## config.mk

```make
export PLATFORM = sky130hd
export DESIGN_NAME = sltp_lane_fmt
export DESIGN_NICKNAME = d
export VERILOG_FILES = /design/src/sltp_pkg.sv /design/src/sltp_lane_fmt.sv
export SDC_FILE = /design/constraint.sdc
export NUM_CORES = 2
export LEC_CHECK = 0
export ABC_CLOCK_PERIOD_IN_PS = 18600
export CORE_MARGIN = 8
export CORE_UTILIZATION = 40
export CTS_BUF_LIST = sky130_fd_sc_hd__clkbuf_4
export DETAILED_ROUTE_END_ITERATION = 10
export DONT_BUFFER_PORTS = 1
export HOLD_SLACK_MARGIN = 0.03
export SLEW_MARGIN = 20
export SYNTH_ARGS = -nofsm -noshare
export SYNTH_HDL_FRONTEND = slang
export SYNTH_SLANG_ARGS = --single-unit
```

## constraint.sdc

```tcl
create_clock -name clk -period 18.6 [get_ports clk]
set_input_delay 0 -clock clk [delete_from_list [all_inputs] [get_ports clk]]
set_output_delay 0 -clock clk [all_outputs]
set_load 0.005 [all_outputs]
```

## src/sltp_pkg.sv

```systemverilog
// Constants, codes and register map of the lane formatter and test-pattern generator
package sltp_pkg;
  // Register byte offsets
  localparam logic [11:0] ADDR_CTRL = 12'h000;
  localparam logic [11:0] ADDR_FMT  = 12'h004;
  localparam logic [11:0] ADDR_TEST = 12'h008;
  localparam logic [11:0] ADDR_STAT = 12'h00C;
  // Control register fields
  localparam int CTRL_LINK_EN_BIT = 0;
  localparam int CTRL_PWRDN_BIT   = 1;
  // Status register field positions
  localparam int STAT_LINK_LSB  = 0;
  localparam int STAT_PD_BIT    = 4;
  localparam int STAT_LANE_LSB  = 8;
  localparam int STAT_TEST_LSB  = 28;
  // Reset values
  localparam logic [1:0] CTRL_RST = 2'h0;
  localparam logic [4:0] FMT_RST  = 5'h12;
  localparam logic [3:0] TEST_RST = 4'h0;
  // Link format codes
  localparam logic [4:0] FMT_DUAL4    = 5'h06;
  localparam logic [4:0] FMT_DUAL8    = 5'h07;
  localparam logic [4:0] FMT_SINGLE16 = 5'h11;
  localparam logic [4:0] FMT_DUAL16   = 5'h12;
  // Test pattern codes
  localparam logic [3:0] T_NORMAL = 4'h0;
  localparam logic [3:0] T_PRBS7  = 4'h1;
  localparam logic [3:0] T_PRBS15 = 4'h2;
  localparam logic [3:0] T_PRBS23 = 4'h3;
  localparam logic [3:0] T_RAMP   = 4'h4;
  localparam logic [3:0] T_STP    = 4'h5;
  localparam logic [3:0] T_D21_5  = 4'h6;
  localparam logic [3:0] T_K28_5  = 4'h7;
  localparam logic [3:0] T_REPILA = 4'h8;
  localparam logic [3:0] T_RPAT   = 4'h9;
  // Character codes
  localparam logic [7:0] CH_K28_5 = 8'hBC;
  localparam logic [7:0] CH_K28_0 = 8'h1C;
  localparam logic [7:0] CH_K28_3 = 8'h7C;
  localparam logic [7:0] CH_D21_5 = 8'hB5;
  // Alignment sequence shape, pattern lengths and PRBS seed
  localparam int ILAS_MF_COUNT = 4;
  localparam int MF_OCTETS     = 32;
  localparam logic [3:0] RPAT_LAST = 4'hB;
  localparam logic [22:0] PRBS_SEED = 23'h2A5500;
  // Link state, one-hot
  typedef enum logic [3:0] {
    LS_OFF  = 4'b0001,
    LS_CGS  = 4'b0010,
    LS_ILAS = 4'b0100,
    LS_DATA = 4'b1000
  } sltp_link_e;
  // Twelve-octet jitter pattern
  function automatic logic [7:0] sltp_rpat(input logic [3:0] idx);
    logic [7:0] v;
    case (idx)
      4'h0: v = 8'hBE;
      4'h1: v = 8'hD7;
      4'h2: v = 8'h23;
      4'h3: v = 8'h47;
      4'h4: v = 8'h6B;
      4'h5: v = 8'h8F;
      4'h6: v = 8'hB3;
      4'h7: v = 8'h14;
      4'h8: v = 8'h5E;
      4'h9: v = 8'hFB;
      4'hA: v = 8'h35;
      default: v = 8'h59;
    endcase
    return v;
  endfunction : sltp_rpat
endpackage : sltp_pkg

```

## src/sltp_lane_fmt.sv

```systemverilog
// Lane formatter, test-pattern generator and power-down control for two eight-lane links
//
// Added by the designer: the APB register port and the placing of the registers.
`timescale 1ns/1ps
// Operation
// - Format 6 puts A0,A1 on link A lanes 0,1 and B0,B1 on link B.
// - Format 7 puts A0-A3 on link A lanes 0-3, B0-B3 on link B.
// - Format 17 sends even samples on link A, odd samples on link B.
// - Format 18 puts A0-A7 on link A and B0-B7 on link B.
// - Power-down pin or config bit disables every lane driver.
// - Test select picks the mode; lane power always follows link format.
// - PRBS bypasses the encoder; each lane starts at a distinct phase.
// - PRBS taps 6/7, 14/15, 18/23 with lengths 127, 32767, 8388607.
// - Ramp sends identical octets 0x00..0xFF on all active lanes after alignment.
// - Only the short transport pattern exists; no long pattern.
// - Short transport: lane k sends k, then its complement, repeating.
// - D21.5 mode sends a continuous D21.5 stream on active lanes.
// - K28.5 mode sends a continuous K28.5 stream on active lanes.
// - Repeated alignment mode resends the alignment sequence, never data.
// - A sync request in that mode forces code group sync, then alignment.
// - RPAT mode feeds the encoder a fixed repeating twelve-octet sequence.
// - Octets go MSB first; unused tail bits are zero.
// - Lowest lanes of each link used; higher lanes powered down.
module sltp_lane_fmt #(
  parameter int ILAS_MF = sltp_pkg::ILAS_MF_COUNT,
  parameter int MF_LEN  = sltp_pkg::MF_OCTETS
) (
  input  wire logic         clk,
  input  wire logic         sys_rst,
  input  wire logic [11:0]  paddr,
  input  wire logic         psel,
  input  wire logic         penable,
  input  wire logic         pwrite,
  input  wire logic [31:0]  pwdata,
  output logic      [31:0]  prdata,
  output logic              pready,
  output logic              pslverr,
  input  wire logic         powerdown_pin,
  input  wire logic         sync_req_n,
  input  wire logic [127:0] samples,
  output logic      [63:0]  link_a_lanes,
  output logic      [63:0]  link_b_lanes,
  output logic      [15:0]  lane_k,
  output logic      [15:0]  lane_raw,
  output logic      [15:0]  lane_drive_en
);
  localparam int ILAS_LEN = ILAS_MF * MF_LEN;

  logic [1:0]  ctrl, next_ctrl;
  logic [4:0]  fmt, next_fmt;
  logic [3:0]  test_sel, next_test_sel;
  logic [3:0]  test_act, next_test_act;
  logic [31:0] next_prdata;
  logic        next_pready, next_pslverr;
  sltp_pkg::sltp_link_e link, next_link;
  logic [15:0] ilas_cnt, next_ilas_cnt;
  logic [7:0]  ramp, next_ramp;
  logic        stp, next_stp;
  logic [3:0]  rpat_idx, next_rpat_idx;
  logic [22:0] lfsr [16];
  logic [22:0] next_lfsr [16];
  logic [127:0] next_lanes;
  logic [15:0] next_k, next_raw, next_en;
  logic        pd, run, is_prbs;
  logic [7:0]  mask;

  // Power-down from pin or config bit, lane mask from format
  always_comb begin
    pd = powerdown_pin | ctrl[sltp_pkg::CTRL_PWRDN_BIT];
    case (fmt)
      sltp_pkg::FMT_DUAL4:    mask = 8'h03;
      sltp_pkg::FMT_DUAL8:    mask = 8'h0F;
      sltp_pkg::FMT_SINGLE16: mask = 8'hFF;
      sltp_pkg::FMT_DUAL16:   mask = 8'hFF;
      default:                mask = 8'h00;
    endcase
    run = ctrl[sltp_pkg::CTRL_LINK_EN_BIT] & ~pd & (mask != 8'h00);
    is_prbs = (test_act == sltp_pkg::T_PRBS7) | (test_act == sltp_pkg::T_PRBS15) |
              (test_act == sltp_pkg::T_PRBS23);
  end

  // APB slave, one wait state
  always_comb begin
    next_ctrl     = ctrl;
    next_fmt      = fmt;
    next_test_sel = test_sel;
    next_test_act = test_act;
    next_prdata   = prdata;
    next_pslverr  = pslverr;
    next_pready   = psel & penable & ~pready;
    if (psel & ~penable) begin
      next_pslverr = 1'b0;
      case (paddr)
        sltp_pkg::ADDR_CTRL: next_prdata = {30'h0, ctrl};
        sltp_pkg::ADDR_FMT:  next_prdata = {27'h0, fmt};
        sltp_pkg::ADDR_TEST: next_prdata = {28'h0, test_sel};
        sltp_pkg::ADDR_STAT: begin
          next_prdata = 32'h0;
          next_prdata[sltp_pkg::STAT_LINK_LSB +: 4]  = link;
          next_prdata[sltp_pkg::STAT_PD_BIT]         = pd;
          next_prdata[sltp_pkg::STAT_LANE_LSB +: 16] = lane_drive_en;
          next_prdata[sltp_pkg::STAT_TEST_LSB +: 4]  = test_act;
        end
        default: begin
          next_prdata  = 32'h0;
          next_pslverr = 1'b1;
        end
      endcase
    end
    if (psel & penable & pready & pwrite) begin
      case (paddr)
        sltp_pkg::ADDR_CTRL: next_ctrl     = pwdata[1:0];
        sltp_pkg::ADDR_FMT:  next_fmt      = pwdata[4:0];
        sltp_pkg::ADDR_TEST: next_test_sel = pwdata[3:0];
        default: ;
      endcase
    end
    if (!ctrl[sltp_pkg::CTRL_LINK_EN_BIT]) next_test_act = test_sel;
  end

  // Link layer sequencing
  always_comb begin
    next_link     = link;
    next_ilas_cnt = ilas_cnt;
    next_ramp     = ramp;
    next_stp      = stp;
    next_rpat_idx = rpat_idx;
    case (link)
      sltp_pkg::LS_OFF: begin
        if (run) next_link = sltp_pkg::LS_CGS;
      end
      sltp_pkg::LS_CGS: begin
        if (!run) begin
          next_link = sltp_pkg::LS_OFF;
        end else if (sync_req_n) begin
          next_link     = sltp_pkg::LS_ILAS;
          next_ilas_cnt = 16'h0000;
        end
      end
      sltp_pkg::LS_ILAS: begin
        if (!run) begin
          next_link = sltp_pkg::LS_OFF;
        end else if (!sync_req_n) begin
          next_link = sltp_pkg::LS_CGS;
        end else if (ilas_cnt == 16'(ILAS_LEN - 1)) begin
          next_ilas_cnt = 16'h0000;
          if (test_act != sltp_pkg::T_REPILA) begin
            next_link     = sltp_pkg::LS_DATA;
            next_ramp     = 8'h00;
            next_stp      = 1'b0;
            next_rpat_idx = 4'h0;
          end
        end else begin
          next_ilas_cnt = ilas_cnt + 16'h0001;
        end
      end
      sltp_pkg::LS_DATA: begin
        if (!run) begin
          next_link = sltp_pkg::LS_OFF;
        end else if (!sync_req_n) begin
          next_link = sltp_pkg::LS_CGS;
        end else begin
          next_ramp     = ramp + 8'h01;
          next_stp      = ~stp;
          next_rpat_idx = (rpat_idx == sltp_pkg::RPAT_LAST) ? 4'h0 : rpat_idx + 4'h1;
        end
      end
      default: next_link = sltp_pkg::LS_OFF;
    endcase
  end

  // Per-lane octet selection and PRBS stepping
  always_comb begin
    logic [22:0] s;
    logic        b;
    logic [7:0]  oct, prbs_oct;
    logic [2:0]  idx;
    logic        on;
    s = 23'h0;
    b = 1'b0;
    oct = 8'h00;
    prbs_oct = 8'h00;
    idx = 3'h0;
    on = 1'b0;
    next_lanes = 128'h0;
    next_k = 16'h0000;
    next_raw = 16'h0000;
    next_en = 16'h0000;
    for (int l = 0; l < 16; l++) begin
      idx = 3'(l % 8);
      on = mask[idx] & ~pd;
      next_en[l] = on;
      // eight PRBS steps per octet, MSB first
      s = lfsr[l];
      for (int j = 0; j < 8; j++) begin
        case (test_act)
          sltp_pkg::T_PRBS7:  b = (s[6:0] == 7'h00) | (s[5] ^ s[6]);
          sltp_pkg::T_PRBS15: b = (s[14:0] == 15'h0000) | (s[13] ^ s[14]);
          default:            b = (s == 23'h0) | (s[17] ^ s[22]);
        endcase
        prbs_oct[7 - j] = b;
        s = {s[21:0], b};
      end
      next_lfsr[l] = (is_prbs && on) ? s : lfsr[l];
      oct = 8'h00;
      if (on && is_prbs) begin
        oct = prbs_oct;
        next_raw[l] = 1'b1;
      end else if (on && test_act == sltp_pkg::T_D21_5) begin
        oct = sltp_pkg::CH_D21_5;
      end else if (on && test_act == sltp_pkg::T_K28_5) begin
        oct = sltp_pkg::CH_K28_5;
        next_k[l] = 1'b1;
      end else if (on) begin
        case (link)
          sltp_pkg::LS_CGS: begin
            oct = sltp_pkg::CH_K28_5;
            next_k[l] = 1'b1;
          end
          sltp_pkg::LS_ILAS: begin
            if (ilas_cnt % 16'(MF_LEN) == 16'h0000) begin
              oct = sltp_pkg::CH_K28_0;
              next_k[l] = 1'b1;
            end else if (ilas_cnt % 16'(MF_LEN) == 16'(MF_LEN - 1)) begin
              oct = sltp_pkg::CH_K28_3;
              next_k[l] = 1'b1;
            end else begin
              oct = ilas_cnt[7:0];
            end
          end
          sltp_pkg::LS_DATA: begin
            case (test_act)
              sltp_pkg::T_RAMP: oct = ramp;
              sltp_pkg::T_STP:  oct = stp ? ~{5'h00, idx} : {5'h00, idx};
              sltp_pkg::T_RPAT: oct = sltp_pkg::sltp_rpat(rpat_idx);
              default: begin
                // format 17: even samples on A, odd on B; other formats: samples 0-7 on A, 8-15 on B
                if (fmt == sltp_pkg::FMT_SINGLE16) oct = samples[(2 * idx + l / 8) * 8 +: 8];
                else oct = samples[(idx + 8 * (l / 8)) * 8 +: 8];
              end
            endcase
          end
          default: oct = 8'h00;
        endcase
      end
      // octet MSB first, idle lanes zero
      next_lanes[l * 8 +: 8] = oct;
    end
  end

  // Registers
  always_ff @(posedge clk or posedge sys_rst) begin
    if (sys_rst) begin
      ctrl          <= sltp_pkg::CTRL_RST;
      fmt           <= sltp_pkg::FMT_RST;
      test_sel      <= sltp_pkg::TEST_RST;
      test_act      <= sltp_pkg::TEST_RST;
      prdata        <= 32'h0;
      pready        <= 1'b0;
      pslverr       <= 1'b0;
      link          <= sltp_pkg::LS_OFF;
      ilas_cnt      <= 16'h0000;
      ramp          <= 8'h00;
      stp           <= 1'b0;
      rpat_idx      <= 4'h0;
      link_a_lanes  <= 64'h0;
      link_b_lanes  <= 64'h0;
      lane_k        <= 16'h0000;
      lane_raw      <= 16'h0000;
      lane_drive_en <= 16'h0000;
      for (int i = 0; i < 16; i++) lfsr[i] <= sltp_pkg::PRBS_SEED ^ 23'(i * 37 + 1);
    end else begin
      ctrl          <= next_ctrl;
      fmt           <= next_fmt;
      test_sel      <= next_test_sel;
      test_act      <= next_test_act;
      prdata        <= next_prdata;
      pready        <= next_pready;
      pslverr       <= next_pslverr;
      link          <= next_link;
      ilas_cnt      <= next_ilas_cnt;
      ramp          <= next_ramp;
      stp           <= next_stp;
      rpat_idx      <= next_rpat_idx;
      link_a_lanes  <= next_lanes[63:0];
      link_b_lanes  <= next_lanes[127:64];
      lane_k        <= next_k;
      lane_raw      <= next_raw;
      lane_drive_en <= next_en;
      for (int i = 0; i < 16; i++) lfsr[i] <= next_lfsr[i];
    end
  end
endmodule : sltp_lane_fmt

```

==> impl_metrics.tcl <==
set metrics [dict create \
    route.vias.total 37500 \
    switching_power_w 0.000656 \
    powerDensity_nw_per_um2 58.8 \
    grt_pass1_vias 36700 \
    wl_um 156000 \
    h-tree-depth 4 \
    min_path_type "in -> reg" \
    ys_async_sr_fraction_pct 100 \
    p_comb_share_pct 3.4 \
    core_area_um2 93500 \
    power_frac_seq_pct 47.6 \
    postLayoutCellArea_um2 44200 \
    cp_slowest_stage_delay_ns 0.96 \
    ys_seq_area_share_pct 38.1 \
    path_delay_family "compound AO/OA/AOI/OAI gates" \
    gp_congestion 0.957 \
    worstPathArrival_ns 7.83 \
    track_usage_pct 29.2 \
    drtPass1Iterations 9 \
    die_area_um2 105000 \
    fin_ws_ns 11.63 \
    path_cells "xor2_4 -> nand2_4 -> buf_4 -> a221oi_1 -> ha_1 -> nand4_1 -> a2111oi_1 -> a221o_1 -> nor2_1 -> ha_1 -> a41oi_1 -> o22ai_1 -> a211o_1 -> nor2b_1 -> a31oi_1 -> nand2_1 -> a21boi_0" \
    critPathMaxFanout 21 \
    critical_path_buf_inv_count 1 \
    synth_top_area_share_pct 26.4 \
    synth_warnings 0 \
    cts_root_buf "clkbuf_4" \
    antenna_found_initial 18 \
    p_int_w 0.00194 \
    clock_latency_ns 1.08 \
    synthToLayoutAreaGrowth_pct 16.9 \
    fin_util_pct 47.2 \
    final_nets 5195 \
    post_cts.repair.setup_buffers 0 \
    path_clk_slew_ns 0.07 \
    cp-start-kind "register" \
    grt.overflow.total 0 \
    power.share.clock_pct 49.0 \
    syn_inst 4495 \
    initial_core_util_pct 40.4 \
    drc 0 \
    synth-edff-count 0 \
    grt_pass1_wl_um 234000 \
    critical_path_depth 17 \
    grt_setup_unrepaired "false" \
    dieWidth_um 323 \
    ir_drop_mv 0.0495 \
    drive_gt1_share_pct 12.3 \
    dp_slack_ns 11.93 \
    dpl-instance-area_um2 38500 \
    grt_max_degree 109 \
    via_per_inst 6.10 \
    critPathCaptureType "register" \
    p_sw_share_pct 25.3 \
    min_period_ns 6.97 \
    critPathRequiredTime_ns 19.46 \
    drt_iter0_drc 4551 \
    slew_violations 0 \
    min_path_cells 5 \
    clockBufferDepth 3 \
    worst_pin_slew_ns 1.31 \
    fin_crit_sh_pct 37.5 \
    ys_types 96 \
    setup-violations-final 0 \
    status "complete, no violations" \
    wl_per_cell_um 25.4 \
    yosys_register_bits 567 \
    synth_top_cell_by_area "dfrtp_1" \
    p_leak_nw 19.7 \
    cts_inserted_buffers 165 \
    crit_type "reg -> reg" \
    reg2reg_depth 17 \
    synth_top_flop_cell "dfrtp_1" \
    cts_tree "done" \
    cp_slowest_cell "dfrtp_1" \
    final-hold-violation-count 0 \
    syn_area_um2 37800 \
    max_cap_viol_count 0 \
    cts_sinks 567 \
    fill_cells 9100 \
    max_freq_mhz 143 \
    synth_area_leaders "dfrtp_1, dfstp_2, ha_1" \
    relSlewSlack_pct 11.6 \
    fin_skew_ns 0.0899 \
    ant_nets 0 \
    num_rows 112 \
    syn_area_per_cell_um2 8.41 \
    cts-resized-gates 0 \
    cpMostUsedCell "ha_1" \
    synth_most_common_cell "nand2_1" \
    hpwlAfterDp_um 112000 \
    io_buffers 0 \
    hold_buffers 338 \
    synthTopCellsByCount "nand2_1, o21ai_0, dfrtp_1" \
    io_pins 389 \
    fp.dieH_um 323 \
    fin_setup_tns_ns 0 \
]
## area by class of cell
type / instances / area [um^2] / area share, %
inverters: 291 / 1100 / 2.49
repair buffers: 404 / 3910 / 8.86
clock buffers: 247 / 1850 / 4.20
multi-input cells: 3319 / 20900 / 47.4
diodes: 9 / 22.5 / 0.0510
clock inverters: 56 / 362 / 0.819
flip-flops and latches: 567 / 14400 / 32.6
well taps: 1254 / 1570 / 3.55
## power by group through the flow
stage               clock network [W]  logic (W)  registers, W
floorplan                           0  0.0000304       0.00126
detailed placement                  0  0.0000434       0.00126
finish                        0.00127  0.0000879       0.00124
CTS                           0.00131  0.0000859       0.00124
global placement                    0  0.0000429       0.00126
global route                  0.00138  0.0000956       0.00123
## worst register-to-register path, delay by kind of cell (launching register included)
family                   cells  cell delay (ns)
buffers and inverters        1             0.31
XOR/XNOR                     1             0.23
flip-flops                   1             0.96
AND/OR/NAND/NOR              5             0.85
adder cells (fa/ha/maj)      2             0.72
AO/OA/AOI/OAI                8             3.72
## placed cells by master (no fill, tap or decap), types with 15 or more instances in the layout
master	Yosys	final
nand3b_1	16	16
nand2b_1	33	33
dfstp_2	169	169
and3_1	54	54
o21ai_0	550	549
xor2_1	50	50
a222oi_1	34	34
ha_1	268	268
or3_1	21	21
xnor2_1	57	57
dfrtp_1	398	398
and2_1	22	22
nor2_1	185	183
mux2_2	18	18
and4b_1	15	15
o211ai_1	19	19
a41oi_1	29	29
a21boi_0	40	40
nor2b_1	22	22
nor3_1	79	79
nand2_1	687	683
a311oi_1	17	16
a22oi_1	62	62
clkinv_1	2	30
and4_1	29	29
or4_1	18	18
o22ai_1	36	36
clkbuf_4	0	247
nand4_1	54	54
a31oi_1	102	99
a21o_1	40	39
nand3_1	141	141
buf_4	60	64
dlygate4sd3_1	0	337
a211oi_1	28	27
a21oi_1	246	245
inv_1	287	286
nor4_1	43	41
## logic make-up (layout without fill, tap and decap cells)
family / after synthesis / in the layout / share of synthesized area (%)
compound gates: 1403 / 1403 / 23.3
xor+xnor: 108 / 108 / 2.55
fa+ha+maj: 268 / 268 / 8.87
buf+inv: 615 / 998 / 6.85
flops: 567 / 567 / 38.1
mux: 27 / 27 / 0.841
other cells: 1 / 16 / 0.00992
simple gates: 1506 / 1506 / 19.5
## through the flow
step	power, W	cells	hold slack [ns]
CTS	0.00263	6138	0.0356
global route	0.00271	6141	0.112
detailed placement	0.00130	5497	0.0453
floorplan	0.00129	4501	0.108
finish	0.00260	6147	0.182
global placement	0.00130	5497	0.0491
## routing by layer
| metal | vias to the layer above | GRT usage (%) | part of all wire (%) |
|---|---|---|---|
| li1 | 16900 | - | - |
| met1 | 18100 | 40.1 | 43 |
| met2 | 2071 | 42.2 | 42 |
| met3 | 393 | 9.37 | 11 |
| met4 | 10 | 11.6 | 4.0 |
| met5 | - | 0 | 0.041 |
## flip-flops by register name (all words and copies together), names as in the netlist
signal,cells
lfsr,368
pready,1
fmt,5
stp,1
ramp,8
pslverr,1
link_b_lanes,64
lane_drive_en,3
ctrl,2
prdata,12
ilas_cnt,16
lane_k,3
link_a_lanes,64
lane_raw,3
test_act,4
test_sel,4
rpat_idx,4
link,4
## worst paths after layout
path	from	to	slack, ns
max in group asynchronous	sys_rst	fmt[2]$_DFFE_PP0P_	16.70
hold / removal	samples[9]	link_a_lanes[9]$_DFF_PP0_	0.18
setup reg to reg	test_act[1]$_DFFE_PP0N_	link_b_lanes[34]$_DFF_PP0_	11.63
setup / recovery	test_act[1]$_DFFE_PP0N_	link_b_lanes[34]$_DFF_PP0_	11.63
hold reg to reg	lfsr[305]$_DFFE_PP1P_	lfsr[313]$_DFFE_PP1P_	0.48
min in group asynchronous	sys_rst	lfsr[356]$_DFFE_PP0P_	0.21
Note: power is estimated with default switching activity, not from simulation.
